**config.mk**
```make
export PLATFORM = sky130hd
export DESIGN_NAME = dual_array_capture_compare
export DESIGN_NICKNAME = d
export VERILOG_FILES = /design/src/ccu_pkg.sv /design/src/dual_array_capture_compare.sv
export SDC_FILE = /design/constraint.sdc
export NUM_CORES = 2
export LEC_CHECK = 0
export ABC_AREA = 0
export BUFFER_PORTS_ARGS = -buffer_cell sky130_fd_sc_hd__buf_4
export CELL_PAD_IN_SITES_DETAIL_PLACEMENT = 2
export CELL_PAD_IN_SITES_GLOBAL_PLACEMENT = 2
export CORE_MARGIN = 4
export CORE_UTILIZATION = 31
export CTS_CLUSTER_SIZE = 8
export DETAILED_ROUTE_END_ITERATION = 7
export HOLD_SLACK_MARGIN = 0.08
export MAX_ROUTING_LAYER = met4
export PLACE_DENSITY = 0.63
export SYNTH_ARGS = -nofsm -noshare
export SYNTH_HDL_FRONTEND = slang
export SYNTH_SLANG_ARGS = --single-unit
```
**constraint.sdc**
```tcl
create_clock -name clock -period 48.1 [get_ports clock]
set_input_delay 9.62 -clock clock [delete_from_list [all_inputs] [get_ports clock]]
set_output_delay 9.62 -clock clock [all_outputs]
set_load 0.05 [all_outputs]
```
**src/ccu_pkg.sv**
```systemverilog
// constants for the dual-array capture/compare unit
package ccu_pkg;
  // ----------------------------------------------------------------
  // register byte offsets
  // ----------------------------------------------------------------
  localparam logic [11:0] ADR_TCTL = 12'h000; // four timer controls
  localparam logic [11:0] ADR_TVAL = 12'h010; // four timer counts
  localparam logic [11:0] ADR_TREL = 12'h020; // four reload values
  localparam logic [11:0] ADR_STS = 12'h030; // sticky event flags
  localparam logic [11:0] ADR_MASK = 12'h034; // interrupt mask
  localparam logic [11:0] ADR_CFG = 12'h038; // unit configuration
  localparam logic [11:0] ADR_CVAL = 12'h080; // 32 channel values
  localparam logic [11:0] ADR_CMOD = 12'h100; // 32 channel modes
  // ----------------------------------------------------------------
  // field positions
  // ----------------------------------------------------------------
  localparam int TC_PRE = 0; // prescale exponent, 3 bits
  localparam int TC_GPT = 3; // count on external timer overflow
  localparam int TC_EXT = 4; // count on count pin (first timers)
  localparam int TC_RUN = 5;
  localparam int CM_MODE = 0; // mode code, 3 bits
  localparam int CM_TSEL = 3; // 0 first time base, 1 second
  localparam int CM_DBL = 4; // double-register pairing
  localparam int CM_SINGLE = 5; // single-event option
  localparam int CFG_STAG = 0; // staggered operation
  // ----------------------------------------------------------------
  // mode codes and reset values
  // ----------------------------------------------------------------
  localparam logic [2:0] M_OFF = 3'h0;
  localparam logic [2:0] M_CAP_RISE = 3'h1;
  localparam logic [2:0] M_CAP_FALL = 3'h2;
  localparam logic [2:0] M_CAP_BOTH = 3'h3;
  localparam logic [2:0] M_CMP0 = 3'h4;
  localparam logic [2:0] M_CMP1 = 3'h5;
  localparam logic [2:0] M_CMP2 = 3'h6;
  localparam logic [2:0] M_CMP3 = 3'h7;
  localparam logic [5:0] RST_TCTL = 6'h00;
  localparam logic [5:0] RST_CMOD = 6'h00;
  localparam logic [15:0] RST_VAL = 16'h0000;
  localparam logic [2:0] STAG_LAST = 3'h7; // eight cycles per step
endpackage : ccu_pkg

```
**src/dual_array_capture_compare.sv**
```systemverilog
// dual-array capture/compare unit with wishbone register access
// Functional notes
// Up to 32 channels resolve one clock, or eight when staggered.
// Four 16-bit timers with reload registers, two per array.
// Timers tick on a prescaled clock or on external timer overflows.
// The first time base of each array may count pin events.
// Each array has 16 registers, each on either time base, either role.
// Each register owns a pin, input when capturing, output comparing; the code drives it only in compare modes one and three.
// A capture latches the assigned timer on the selected pin event.
// Each capture raises that register's own interrupt request.
// Capture triggers on rising, falling or both edges.
// Compare registers match their timer on every count and act.
// Mode zero interrupts on every match and leaves the pin alone.
// Mode one toggles the pin on every match.
// Mode two interrupts at most once per timer period.
// Mode three sets the pin on match and clears it on overflow.
// Double-register mode toggles one pin from two registers.
// Single-event option stops a compare channel after one event.
// A timer reloads from its reload register on overflow.
//
// Local design decisions: register access over Wishbone and the placing of the registers.
`timescale 1ns/1ns
module dual_array_capture_compare #(
  parameter int NCH = 16,
  parameter int TW = 16
) (
  input wire logic clock,
  input wire logic sys_rst,
  input wire logic [11:0] wb_adr_i,
  input wire logic [31:0] wb_dat_i,
  output logic [31:0] wb_dat_o,
  input wire logic wb_we_i,
  input wire logic [3:0] wb_sel_i,
  input wire logic wb_cyc_i,
  input wire logic wb_stb_i,
  output logic wb_ack_o,
  input wire logic [2*NCH-1:0] cc_in,
  output logic [2*NCH-1:0] cc_out,
  output logic [2*NCH-1:0] cc_oe_n,
  input wire logic [1:0] count_in,
  input wire logic gpt_overflow,
  output logic irq
);
  import ccu_pkg::*;
  localparam int NC = 2 * NCH;

  // ----------------------------------------------------------------
  // helpers
  // ----------------------------------------------------------------
  function automatic logic at(logic [11:0] a, logic [11:0] b);
    return a[11:2] == b[11:2];
  endfunction : at

  function automatic logic [31:0] merge(logic [31:0] o, logic [31:0] n,
                                        logic [3:0] s);
    logic [31:0] r;
    r = o;
    for (int i = 0; i < 4; i++) begin
      if (s[i]) begin
        r[8*i +: 8] = n[8*i +: 8];
      end
    end
    return r;
  endfunction : merge

  logic [5:0] tctl [4];
  logic [TW-1:0] tval [4];
  logic [TW-1:0] trel [4];
  logic [TW-1:0] cval [NC];
  logic [5:0] cmod [NC];
  logic [NC-1:0] sts, mask, in_d, done, cap, hit, ptog, evt;
  logic [3:0] step, cnt_evt, ovf_evt;
  logic [1:0] cin_d;
  logic [7:0] presc;
  logic [2:0] stag_cnt;
  logic stag, base_en, wr;
  logic [31:0] next_rdat;

  // ----------------------------------------------------------------
  // wishbone slave
  // ----------------------------------------------------------------
  // one wait state: ack and data rise together, ack drops next cycle
  assign wr = wb_cyc_i & wb_stb_i & wb_we_i & ~wb_ack_o;

  always_ff @(posedge clock or posedge sys_rst) begin
    if (sys_rst) begin
      wb_ack_o <= 1'b0;
      wb_dat_o <= 32'h00000000;
    end else begin
      wb_ack_o <= wb_cyc_i & wb_stb_i & ~wb_ack_o;
      if (wb_cyc_i & wb_stb_i & ~wb_ack_o) begin
        wb_dat_o <= next_rdat;
      end
    end
  end

  // read mux; unmapped offsets answer zero
  always_comb begin
    next_rdat = 32'h00000000;
    for (int t = 0; t < 4; t++) begin
      if (at(wb_adr_i, ADR_TCTL + 12'(4 * t))) next_rdat = 32'(tctl[t]);
      if (at(wb_adr_i, ADR_TVAL + 12'(4 * t))) next_rdat = 32'(tval[t]);
      if (at(wb_adr_i, ADR_TREL + 12'(4 * t))) next_rdat = 32'(trel[t]);
    end
    for (int c = 0; c < NC; c++) begin
      if (at(wb_adr_i, ADR_CVAL + 12'(4 * c))) next_rdat = 32'(cval[c]);
      if (at(wb_adr_i, ADR_CMOD + 12'(4 * c))) next_rdat = 32'(cmod[c]);
    end
    if (at(wb_adr_i, ADR_STS)) next_rdat = 32'(sts);
    if (at(wb_adr_i, ADR_MASK)) next_rdat = 32'(mask);
    if (at(wb_adr_i, ADR_CFG)) next_rdat = 32'(stag);
  end

  // ----------------------------------------------------------------
  // configuration, mask, status
  // ----------------------------------------------------------------
  always_ff @(posedge clock or posedge sys_rst) begin
    if (sys_rst) begin
      stag <= 1'b0;
      mask <= '0;
    end else if (wr) begin
      if (at(wb_adr_i, ADR_CFG) && wb_sel_i[0]) stag <= wb_dat_i[CFG_STAG];
      if (at(wb_adr_i, ADR_MASK)) mask <= NC'(merge(32'(mask), wb_dat_i,
                                                    wb_sel_i));
    end
  end

  // write-one-to-clear; a new event in the same cycle keeps its flag
  always_ff @(posedge clock or posedge sys_rst) begin
    if (sys_rst) begin
      sts <= '0;
    end else if (wr && at(wb_adr_i, ADR_STS)) begin
      sts <= (sts & ~NC'(merge(32'h0, wb_dat_i, wb_sel_i))) | evt;
    end else begin
      sts <= sts | evt;
    end
  end

  assign irq = |(sts & mask);

  // ----------------------------------------------------------------
  // prescaler and staggered pacing
  // ----------------------------------------------------------------
  // staggered operation stretches every prescaled count step eightfold; pin and overflow sources are not paced
  assign base_en = ~stag | (stag_cnt == STAG_LAST);

  always_ff @(posedge clock or posedge sys_rst) begin
    if (sys_rst) begin
      stag_cnt <= 3'h0;
      presc <= 8'h00;
      cin_d <= 2'h0;
    end else begin
      stag_cnt <= stag_cnt + 3'h1;
      cin_d <= count_in;
      if (base_en) presc <= presc + 8'h01;
    end
  end

  // ----------------------------------------------------------------
  // time bases: index 0,1 first array, 2,3 second array
  // ----------------------------------------------------------------
  for (genvar t = 0; t < 4; t++) begin : g_tmr
    logic [7:0] pm;
    logic tick_pre, ext_edge;
    assign pm = 8'((9'h001 << tctl[t][TC_PRE +: 3]) - 9'h001);
    assign tick_pre = base_en && ((presc & pm) == pm);
    assign ext_edge = count_in[t/2] & ~cin_d[t/2];
    // an external source only counts when the timer runs
    assign step[t] = tctl[t][TC_RUN] &
      (((t % 2) == 0 && tctl[t][TC_EXT]) ? ext_edge :
       tctl[t][TC_GPT] ? gpt_overflow : tick_pre);

    always_ff @(posedge clock or posedge sys_rst) begin
      if (sys_rst) begin
        tctl[t] <= RST_TCTL;
        trel[t] <= RST_VAL;
      end else if (wr) begin
        if (at(wb_adr_i, ADR_TCTL + 12'(4 * t))) begin
          tctl[t] <= 6'(merge(32'(tctl[t]), wb_dat_i, wb_sel_i));
        end
        if (at(wb_adr_i, ADR_TREL + 12'(4 * t))) begin
          trel[t] <= TW'(merge(32'(trel[t]), wb_dat_i, wb_sel_i));
        end
      end
    end

    // counting up; the all-ones count wraps to the reload value
    always_ff @(posedge clock or posedge sys_rst) begin
      if (sys_rst) begin
        tval[t] <= RST_VAL;
        cnt_evt[t] <= 1'b0;
        ovf_evt[t] <= 1'b0;
      end else begin
        cnt_evt[t] <= step[t];
        ovf_evt[t] <= step[t] && (tval[t] == '1);
        if (wr && at(wb_adr_i, ADR_TVAL + 12'(4 * t))) begin
          tval[t] <= TW'(merge(32'(tval[t]), wb_dat_i, wb_sel_i));
        end else if (step[t]) begin
          if (tval[t] == '1) tval[t] <= trel[t];
          else tval[t] <= tval[t] + 1'b1;
        end
      end
    end
  end

  // ----------------------------------------------------------------
  // channels
  // ----------------------------------------------------------------
  for (genvar c = 0; c < NC; c++) begin : g_ch
    // lower half of each array may pair with the channel NCH/2 above
    localparam int P = ((c % NCH) < NCH / 2) ? c + NCH / 2 : c;
    logic [1:0] ti;
    logic [2:0] md;
    logic rise, fall, once, match;
    assign ti = {1'(c / NCH), cmod[c][CM_TSEL]};
    assign md = cmod[c][CM_MODE +: 3];
    assign rise = cc_in[c] & ~in_d[c];
    assign fall = ~cc_in[c] & in_d[c];
    assign cap[c] = (md == M_CAP_RISE && rise) ||
                    (md == M_CAP_FALL && fall) ||
                    (md == M_CAP_BOTH && (rise || fall));
    // compared right after each count of the allocated timer
    assign match = md[2] && cnt_evt[ti] && (tval[ti] == cval[c]);
    assign once = (md == M_CMP2) || (md == M_CMP3);
    assign hit[c] = match && !(once && done[c]);
    assign ptog[c] = (P != c) && cmod[c][CM_DBL] && hit[P];
    assign evt[c] = cap[c] | hit[c];
    // the pin is driven only in the pin-acting compare modes
    assign cc_oe_n[c] = !(md == M_CMP1 || md == M_CMP3);

    always_ff @(posedge clock or posedge sys_rst) begin
      if (sys_rst) begin
        in_d[c] <= 1'b0;
        done[c] <= 1'b0;
      end else begin
        in_d[c] <= cc_in[c];
        if (hit[c]) done[c] <= 1'b1;
        else if (ovf_evt[ti]) done[c] <= 1'b0;
      end
    end

    // capture wins over a bus write in the same cycle
    always_ff @(posedge clock or posedge sys_rst) begin
      if (sys_rst) begin
        cval[c] <= RST_VAL;
      end else if (cap[c]) begin
        cval[c] <= tval[ti];
      end else if (wr && at(wb_adr_i, ADR_CVAL + 12'(4 * c))) begin
        cval[c] <= TW'(merge(32'(cval[c]), wb_dat_i, wb_sel_i));
      end
    end

    always_ff @(posedge clock or posedge sys_rst) begin
      if (sys_rst) begin
        cmod[c] <= RST_CMOD;
      end else if (wr && at(wb_adr_i, ADR_CMOD + 12'(4 * c))) begin
        cmod[c] <= 6'(merge(32'(cmod[c]), wb_dat_i, wb_sel_i));
      end else if (hit[c] && cmod[c][CM_SINGLE]) begin
        cmod[c][CM_MODE +: 3] <= M_OFF;
      end
    end

    // pin actions; modes zero and two leave the pin alone
    always_ff @(posedge clock or posedge sys_rst) begin
      if (sys_rst) begin
        cc_out[c] <= 1'b0;
      end else if (md == M_CMP1 && (hit[c] ^ ptog[c])) begin
        cc_out[c] <= ~cc_out[c];
      end else if (md == M_CMP3 && hit[c]) begin
        cc_out[c] <= 1'b1;
      end else if (md == M_CMP3 && ovf_evt[ti]) begin
        cc_out[c] <= 1'b0;
      end
    end
  end

  // ----------------------------------------------------------------
  // assertions on time bases 0 and 1 and the exercised channels
  // ----------------------------------------------------------------
  // channel roles in the test sequence: 0 to 3 compare modes zero to
  // three, 4 single event, 5 paired with 13, 9 and 17 capture; a check
  // on an idle channel would never see its antecedent
  logic wr_t0;
  logic [2:0] md0, md1, md2, md3, md5, md9, md17;
  logic [3:0] gap_cnt;
  assign wr_t0 = wr && at(wb_adr_i, ADR_TVAL);
  assign md0 = cmod[0][CM_MODE +: 3];
  assign md1 = cmod[1][CM_MODE +: 3];
  assign md2 = cmod[2][CM_MODE +: 3];
  assign md3 = cmod[3][CM_MODE +: 3];
  assign md5 = cmod[5][CM_MODE +: 3];
  assign md9 = cmod[9][CM_MODE +: 3];
  assign md17 = cmod[17][CM_MODE +: 3];

  // clocks since the last base tick; restarts whenever staggering is off
  always_ff @(posedge clock or posedge sys_rst) begin
    if (sys_rst) begin
      gap_cnt <= 4'h0;
    end else if (base_en || !stag) begin
      gap_cnt <= 4'h0;
    end else begin
      gap_cnt <= gap_cnt + 4'h1;
    end
  end

  // while staggered, base ticks come exactly eight clocks apart
  AST_STAG: assert property (@(posedge clock) disable iff (sys_rst)
    stag && base_en |=> (!stag || !base_en) [*7])
    else $error("stagger pacing too fast");
  AST_STAG_GAP: assert property (@(posedge clock) disable iff (sys_rst)
    stag && gap_cnt == 4'h7 |-> base_en)
    else $error("stagger pacing too slow");

  // time base 0 counts up and wraps to its reload value
  AST_INC: assert property (@(posedge clock) disable iff (sys_rst)
    step[0] && tval[0] != '1 && !wr_t0 |=> tval[0] == $past(tval[0]) + 1'b1)
    else $error("timer did not count");
  AST_RELOAD: assert property (@(posedge clock) disable iff (sys_rst)
    step[0] && tval[0] == '1 && !wr_t0 |=> tval[0] == $past(trel[0]) &&
    ovf_evt[0]) else $error("timer did not reload");
  // event-driven bases move only on their own event
  AST_EXT_COUNT: assert property (@(posedge clock) disable iff (sys_rst)
    tctl[0][TC_EXT] && !(count_in[0] && !cin_d[0]) |-> !step[0])
    else $error("count pin stepped without an edge");
  AST_GPT: assert property (@(posedge clock) disable iff (sys_rst)
    tctl[1][TC_GPT] && !gpt_overflow |-> !step[1])
    else $error("overflow source stepped on its own");

  // capture: channel 9 on rising edges, channel 17 on falling edges; pin drive on channels 9 and 1
  AST_CAPTURE: assert property (@(posedge clock) disable iff (sys_rst)
    cap[9] |=> cval[9] == $past(tval[g_ch[9].ti]))
    else $error("capture value wrong");
  AST_CAP_FLAG: assert property (@(posedge clock) disable iff (sys_rst)
    cap[9] |=> sts[9]) else $error("capture flag missing");
  AST_EDGE: assert property (@(posedge clock) disable iff (sys_rst)
    md9 == M_CAP_RISE && !(cc_in[9] && !in_d[9]) |-> !cap[9])
    else $error("capture on wrong edge");
  AST_FALL: assert property (@(posedge clock) disable iff (sys_rst)
    md17 == M_CAP_FALL && !(in_d[17] && !cc_in[17]) |-> !cap[17])
    else $error("capture on wrong falling edge");
  AST_OE: assert property (@(posedge clock) disable iff (sys_rst)
    !md9[2] |-> cc_oe_n[9]) else $error("capture pin driven");
  AST_DRIVE: assert property (@(posedge clock) disable iff (sys_rst)
    md1 == M_CMP1 |-> !cc_oe_n[1]) else $error("compare pin not driven");

  // compare modes
  AST_MATCH: assert property (@(posedge clock) disable iff (sys_rst)
    md0 == M_CMP0 && !cmod[0][CM_TSEL] && cnt_evt[0] &&
    tval[0] == cval[0] |-> hit[0]) else $error("match missed");
  AST_MODE0: assert property (@(posedge clock) disable iff (sys_rst)
    md0 == M_CMP0 && hit[0] |=> sts[0] && $stable(cc_out[0]))
    else $error("mode zero misbehaved");
  AST_MODE1: assert property (@(posedge clock) disable iff (sys_rst)
    md1 == M_CMP1 && hit[1] && !ptog[1] |=> cc_out[1] != $past(cc_out[1]))
    else $error("mode one did not toggle");
  AST_MODE2: assert property (@(posedge clock) disable iff (sys_rst)
    md2 == M_CMP2 && done[2] |-> !hit[2]) else $error("second interrupt");
  AST_MODE2_PIN: assert property (@(posedge clock) disable iff (sys_rst)
    md2 == M_CMP2 && hit[2] |=> sts[2] && $stable(cc_out[2]))
    else $error("mode two misbehaved");
  AST_MODE3: assert property (@(posedge clock) disable iff (sys_rst)
    md3 == M_CMP3 && ovf_evt[g_ch[3].ti] && !hit[3] |=> !cc_out[3])
    else $error("mode three pin not cleared");
  AST_MODE3_SET: assert property (@(posedge clock) disable iff (sys_rst)
    md3 == M_CMP3 && hit[3] |=> cc_out[3]) else $error("mode three not set");
  AST_DOUBLE: assert property (@(posedge clock) disable iff (sys_rst)
    md5 == M_CMP1 && cmod[5][CM_DBL] && (hit[5] ^ hit[13]) |=>
    cc_out[5] != $past(cc_out[5])) else $error("paired pin did not toggle");
  AST_SINGLE: assert property (@(posedge clock) disable iff (sys_rst)
    hit[4] && cmod[4][CM_SINGLE] && !wr |=> cmod[4][CM_MODE +: 3] == M_OFF)
    else $error("single event not stopped");

  // status flags: a new event survives a same-cycle clear
  AST_STS_SET: assert property (@(posedge clock) disable iff (sys_rst)
    |evt |=> (sts & $past(evt)) == $past(evt))
    else $error("event flag lost");
  AST_IRQ: assert property (@(posedge clock) disable iff (sys_rst)
    !wr && (mask & evt) != '0 |=> irq)
    else $error("interrupt level wrong");

  // main scenarios
  COV_CAPTURE: cover property (@(posedge clock) disable iff (sys_rst)
    cap[9] ##1 sts[9]);
  COV_MODE3: cover property (@(posedge clock) disable iff (sys_rst)
    md3 == M_CMP3 && hit[3] ##[1:300] ovf_evt[g_ch[3].ti]);
  COV_DOUBLE: cover property (@(posedge clock) disable iff (sys_rst)
    ptog[5] && md5 == M_CMP1);
  COV_RELOAD: cover property (@(posedge clock) disable iff (sys_rst)
    ovf_evt[0]);
endmodule : dual_array_capture_compare

```
# Word level (Yosys, flattened, before mapping)
# Index checks and enable logic that the tools add are counted.
# Widths: inputs -> output; s select.
# op_classes
add_sub_neg	10
mul	0
div	0
n_lt_le_gt_ge	64
n_eq_ne	351
shift	4
n_mux	652
bitwise_logic	264
n_reduce_logical	1021
# ops
cell	count
$mux 16	173
$mux 32	46
$bmux 16 s2	32
$eq 16x16->1	32
$logic_and 1x1->1	446
$reduce_bool 2->1	164
$eq 10x6->1 const B	32
$eq 10x7->1 const B	32
$mux 1	294
$eq 3x3->1 const B	97
$mux 3	96
$reduce_and 2->1	137
$eq 3x2->1 const B	64
$logic_or 1x1->1	160
$not 1->1	100
$eq 3x1->1 const B	32
$ge 3x3->1 const B	32
$reduce_bool 3->1	32
$mux 8	10
$ne 2x2->1 const B	40
$and 1x1->1	74
$eq 10x4->1 const B	7
$add 16x1->16 const B	4
$and 32x32->32	2
other kinds (23)	228
# word_totals
ff_bits	1071
latchBits	0
ram_bits	0
rom_bits	0
in_bits	88
out_inout_bits	98
wordCells	2629
memories	0

# Depth between registers and ports, before layout
# depth
word_depth	80
mapped_depth	13
ltp_nobuf	10

# Least setup slack after synthesis
# No wires, ideal clock.
# synth_path
kind	input to register
startpoint	input wb_adr_i[9]
endpoint	register cval[448] (netlist bit)
setup_time_ns	0.133
arrival_ns	11.645
t_required_ns	47.967
slack_ns	36.322
stages	11
n_path_buf	4
cell_sequence	buf_2 > or3b_1 > buf_4 > nor2_2 > buf_4 > nand2_1 > nor2_1 > buf_2 > nor2b_1 > a211oi_1 > a21oi_1
# synth_via
elab_chain_len	4
# synth_lines
element	line_no	source
start, declared	dual_array_capture_compare.sv:29	input wire logic [11:0] wb_adr_i,
$eq 10x6->1	dual_array_capture_compare.sv:51	return a[11:2] == b[11:2];
$logic_and 1x1->1	dual_array_capture_compare.sv:248	end else if (wr && at(wb_adr_i, ADR_CVAL + 12'(4 * c))) begin
$reduce_bool 2->1 (no source line)	-	
$reduce_and 2->1 (no source line)	-	
end signal, assigned by index	dual_array_capture_compare.sv:247	cval[c] <= tval[ti];
end signal, assigned by index	dual_array_capture_compare.sv:249	cval[c] <= TW'(merge(32'(cval[c]), wb_dat_i, wb_sel_i));
end, declared	dual_array_capture_compare.sv:69	logic [TW-1:0] cval [NC];
# Every way passes these cells.
# A chain may end at the register's enable or synchronous reset.

# Worst setup path after layout
# layout_path
startpoint	input wb_adr_i[4]
endpoint	register wb_dat_o[5]
# layout_via
elab_chain_len	80
word_cells_on_any_way	158
classes_between	eq/ne: 78; mux: 79; reduce/logical: 1
# layout_lines
element	line_no	source
$logic_not 10->1	dual_array_capture_compare.sv:51	
$mux 6	dual_array_capture_compare.sv:101	if (at(wb_adr_i, ADR_TCTL + 12'(4 * t))) next_rdat = 32'(tctl[t]);
$mux 16	dual_array_capture_compare.sv:102	if (at(wb_adr_i, ADR_TVAL + 12'(4 * t))) next_rdat = 32'(tval[t]);
$mux 16	dual_array_capture_compare.sv:103	if (at(wb_adr_i, ADR_TREL + 12'(4 * t))) next_rdat = 32'(trel[t]);
$mux 16	dual_array_capture_compare.sv:101	
$mux 16	dual_array_capture_compare.sv:102	
$mux 16	dual_array_capture_compare.sv:103	
$mux 16	dual_array_capture_compare.sv:101	
(+64 left out)	-	
$mux 32	dual_array_capture_compare.sv:107	if (at(wb_adr_i, ADR_CMOD + 12'(4 * c))) next_rdat = 32'(cmod[c]);
$mux 32	dual_array_capture_compare.sv:106	if (at(wb_adr_i, ADR_CVAL + 12'(4 * c))) next_rdat = 32'(cval[c]);
$mux 32	dual_array_capture_compare.sv:107	
$mux 32	dual_array_capture_compare.sv:106	
$mux 32	dual_array_capture_compare.sv:107	
$mux 32	dual_array_capture_compare.sv:109	if (at(wb_adr_i, ADR_STS)) next_rdat = 32'(sts);
$mux 32	dual_array_capture_compare.sv:110	if (at(wb_adr_i, ADR_MASK)) next_rdat = 32'(mask);
$mux 32 (*)	dual_array_capture_compare.sv:111	if (at(wb_adr_i, ADR_CFG)) next_rdat = 32'(stag);
end signal, assigned	dual_array_capture_compare.sv:92	wb_dat_o <= next_rdat;
end, declared	dual_array_capture_compare.sv:31	output logic [31:0] wb_dat_o,
# Every way passes the cells marked *; elsewhere a longest branch is shown, timed or not.

==> impl_results.md <==
* Status: finished, violations left
* Violations in the final reports: max-capacitance violations, max-slew violations
* Final hold violation count at 0
* Cell Area, Synth at between 70000 and 80000 um2
* Number of buffers added by the clock tree synthesis step at between 150 and 200
* Layout overhead on the synthesized area at 14.0%
* Dominant cell type by area after synthesis: sky130_fd_sc_hd__dfrtp_1
* Average cell area after synthesis at roughly 9 um2
* Post-detailed-placement half-perimeter wirelength at 360000 um
* Area occupied by multi-input gates at between 40000 and 50000 um2
* Worst-skew pair later-pin latency at about 0.84 ns
* DRC violation total after the first TritonRoute iteration at 9488
* Wire length of the first global-routing pass at 668000 um
* Number of levels in the clock H-tree at 4
* Fmax at approximately 69 MHz
* Static leakage at 33.3 nW
* Post-route fraction of the period consumed by the critical path at 0.301
* Final number of setup-violating endpoints at 0
* CP startpoint kind: primary input
* Post-place instance area at around 77000 um2
* Resized Gates After CTS at 0
* Top delay family on crit path: compound AO/OA/AOI/OAI gates
* Measured slew at the worst slew-check pin at 1.53 ns
* Setup repair bufs after CTS at 0
* Area share of the largest cell type after synthesis at 0.372
* Destination of the worst register-to-register timing path: cval[358]$_DFFE_PP0P_
* Final Skew at 0.0365 ns
* Count leader, synth: sky130_fd_sc_hd__dfrtp_1
* Number of fill cells at 25.2k
* Cells along the critical path: buf_4 > buf_4 > nor4bb_4 > buf_4 > buf_4 > a22oi_1 > o2bb2ai_1 > a31oi_1 > o21ai_1 > a31oi_1 > o21ai_1 > a31oi_1
* Dominant combinational cell family by area after synthesis: compound AO/OA/AOI/OAI gates
* Remaining design rule violation count at 0
* Post-route cell area at 82100 um2
* Most used standard cells in the synthesized netlist: 1070 x sky130_fd_sc_hd__dfrtp_1, 701 x sky130_fd_sc_hd__a21oi_1, 611 x sky130_fd_sc_hd__nand2_1
* Overall overflow remaining after global route at 0
* Number of nets with antenna violations after detailed routing at 0
* Dominant cells by area after synthesis: sky130_fd_sc_hd__dfrtp_1 37%, sky130_fd_sc_hd__mux2i_1 7.8%, sky130_fd_sc_hd__mux2_2 7.5%
* Vert. Die Dim at around 490 um
* Critical path depth at 12
* Synth Area in Simple Gates at 0.147
* Multiplexer share of the synthesized area at 0.154
* Adder-cell area share of the yosys netlist at 0.0123
* Buffers plus inverters on the worst setup path at 4
* Peak supply drop at 0.0223 mV
* Maximum number of pins on one net before global-route repair at roughly 130
* Capturing element of the worst setup path: wb_dat_o[5]$_DFFE_PP0P_
* Delay of the slowest critical-path stage at 1.17 ns
* Unrepaired setup endpoints after global routing: false
* Number of global-route vias before repair at 74.2k
* Initial Util at 0.312
* Fraction of layout cells with a size suffix above 1 at 0.177
* Cell chosen for the clock root: sky130_fd_sc_hd__clkbuf_16
* Sequential Area at 26800 um2
* CTS sink cnt at approximately 1.1k
* Max-cap viol count at 2
* Clock transition at the registers of the reported paths at 0.06 ns
* Maximum fanout count along the critical path at 42
* Total length of routed wires at 498000 um
* Critical setup path kind: primary input to register
* Arrival time at the worst endpoint at 15.14 ns
* Count of buffers inserted at the top-level ports at 183
* Worst r2r src: wb_ack_o$_DFF_PP0_
* Floorplan die width at 490 um
* Top-Level Pins at around 190
* Worst slack, placed at 33.19 ns
* Final number of max-transition violations at 4
* Syn nets at 7996
* Worst path most repeated cell: sky130_fd_sc_hd__buf_4
* Ys flop type: sky130_fd_sc_hd__dfrtp_1
* Endpoint required time on the critical path at 48.75 ns
* Cells after synthesis at about 7.8k
* Number of vias after detailed routing at approximately 74k
* Compound-Gate Fraction of Synth Area at 0.199
* Average wire length per cell after detail routing at between 40 and 50 um
* Power density of the placed cells at 29.9 nW/um2
* Avg Vias per Cell at approximately 6.7
* Share of the yosys chip area belonging to registers at 0.372
* Number of nets in the layout at 8029
* Placer Congestion at 1.05
* Synth Area in XOR/XNOR at 0.0671
* Floorplan die area at ~240000 um2
* Register-to-Register Setup Slack at 42.55 ns
* Warnings, synthesis at 0
* Worst setup path start: wb_adr_i[4]
* HP Class: register to register
* Kind of end point of the critical path: register
* Tot GR Track Use at 0.417
* Core Rows at 176
* CTS tree: done
* Hold Buf Count CTS at 0
* Setup_tns at 0 ns
* Pre-Repair DR Iteration Count at 8
* Min setup slack post-route at 33.61 ns
* Async set-reset flop share out of synthesis at 1.00
* Number of synthesized flops with an enable pin at 0
* Slew headroom at -0.0291
* Worst Reg2Reg Path Length in Cells at 11
* Max Root-Sink Buffers at 3
* Shortest clock period the worst path allows after layout at roughly 14 ns
* Non-filler instance count after layout at between 10k and 15k
* Synthesis-stage register bit count at 1070
* Core box area at approximately 230000 um2
* Cell count after placement at 10.7k
* Number of antenna violations at the first check in global routing at 60
* Library cell contributing the largest single delay on the critical path: sky130_fd_sc_hd__o21ai_1
* Post-synth cell types at 95
-- worst min path at each step --
stage	from	to	slack, ns	cells past startpoint
after floorplan	stag_cnt[0]$_DFF_PP0_	stag_cnt[0]$_DFF_PP0_	0.40	1
after global placement	stag_cnt[0]$_DFF_PP0_	stag_cnt[0]$_DFF_PP0_	0.41	1
after detailed placement	stag_cnt[0]$_DFF_PP0_	stag_cnt[0]$_DFF_PP0_	0.43	1
after CTS	stag_cnt[0]$_DFF_PP0_	stag_cnt[0]$_DFF_PP0_	0.44	1
after global routing	stag_cnt[0]$_DFF_PP0_	stag_cnt[0]$_DFF_PP0_	0.46	1
final	stag_cnt[0]$_DFF_PP0_	stag_cnt[0]$_DFF_PP0_	0.43	1
-- state kept, by name, summed over array words and instances, names as in the netlist, 32 cells and up --
register  count
cmod        192
wb_dat_o     32
mask         32
cc_out       32
done         32
sts          32
cval        512
in_d         32
trel         64
tval         64
-- cell families after synthesis --
logic type / after synthesis
adders and majority gates: 71
muxes: 1048
DFF: 1070
xor gates and xnor gates: 551
and+or+nand+nor: 2116
buffers and inverters: 816
AOI/OAI and AO/OA: 2165
-- worst register-to-register path, cell delays in order, from the launching register on --
cell,delay [ns]
sky130_fd_sc_hd__dfrtp_1,0.34
sky130_fd_sc_hd__nand3b_1,0.11
sky130_fd_sc_hd__buf_4,0.68
sky130_fd_sc_hd__inv_2,0.44
sky130_fd_sc_hd__and2_2,0.44
sky130_fd_sc_hd__buf_4,0.33
sky130_fd_sc_hd__nand2_4,0.43
sky130_fd_sc_hd__buf_4,0.80
sky130_fd_sc_hd__buf_4,0.75
sky130_fd_sc_hd__nor2_1,0.58
sky130_fd_sc_hd__a211oi_1,0.45
sky130_fd_sc_hd__a21oi_1,0.09
-- cell type report --
cell class | instances | area share
antenna | 57 | 0.00174
inverter | 173 | 0.00800
clock buffer | 200 | 0.0515
timing repair buffer | 517 | 0.0478
multi-input combinational | 5951 | 0.516
tap | 3026 | 0.0461
sequential | 1070 | 0.326
clock inverter | 15 | 0.00258
-- cell usage in the layout (no fill, tap or decap), types with 27 or more instances in the layout --
master                      count
sky130_fd_sc_hd__a211o_1       28
sky130_fd_sc_hd__a211oi_1     275
sky130_fd_sc_hd__a21o_1        31
sky130_fd_sc_hd__a21oi_1      670
sky130_fd_sc_hd__a221oi_1      66
sky130_fd_sc_hd__a222oi_1      27
sky130_fd_sc_hd__a22o_1        87
sky130_fd_sc_hd__a22oi_1      153
sky130_fd_sc_hd__a31oi_1       61
sky130_fd_sc_hd__and3_1        36
sky130_fd_sc_hd__buf_4        512
sky130_fd_sc_hd__clkbuf_1      33
sky130_fd_sc_hd__clkbuf_16    160
sky130_fd_sc_hd__dfrtp_1     1055
sky130_fd_sc_hd__diode_2       57
sky130_fd_sc_hd__ha_1          71
sky130_fd_sc_hd__inv_1        171
sky130_fd_sc_hd__mux2_2       477
sky130_fd_sc_hd__mux2i_1      560
sky130_fd_sc_hd__nand2_1      608
sky130_fd_sc_hd__nand3_1      142
sky130_fd_sc_hd__nand4_1       80
sky130_fd_sc_hd__nor2_1       548
sky130_fd_sc_hd__nor2b_1      249
sky130_fd_sc_hd__nor3_1        83
sky130_fd_sc_hd__nor3_2        45
sky130_fd_sc_hd__nor4_1       110
sky130_fd_sc_hd__o211ai_1      64
sky130_fd_sc_hd__o21ai_0      256
sky130_fd_sc_hd__o21ai_1       31
sky130_fd_sc_hd__o221a_2       28
sky130_fd_sc_hd__o221ai_1      35
sky130_fd_sc_hd__o22ai_1       51
sky130_fd_sc_hd__o31ai_1       74
sky130_fd_sc_hd__xnor2_1      456
sky130_fd_sc_hd__xor2_1        95
-- through the flow --
stage | hold slack [ns] | power, mW | utilization
3_5_place_dp | 0.432 | 1.36 | 0.336
6_report | 0.432 | 2.45 | 0.356
3_3_place_gp | 0.414 | 1.35 | 0.336
4_1_cts | 0.440 | 2.45 | 0.355
5_1_grt | 0.456 | 2.51 | 0.356
2_1_floorplan | 0.401 | 1.15 | -
-- where the power goes --
group	switching [mW]	internal, mW
Combinational	0.288	0.0978
Sequential	0.0456	0.930
Clock	0.479	0.614
-- per-layer routing --
metal / vias up / track usage / wire length (um)
met3: 1452 / 0.104 / 46700
met5: - / - / 0
li1: 28800 / - / -
met1: 39000 / 0.497 / 191000
met2: 4266 / 0.605 / 212000
met4: 0 / 0.319 / 48200
No activity file was read; power rests on OpenSTA's default activity.
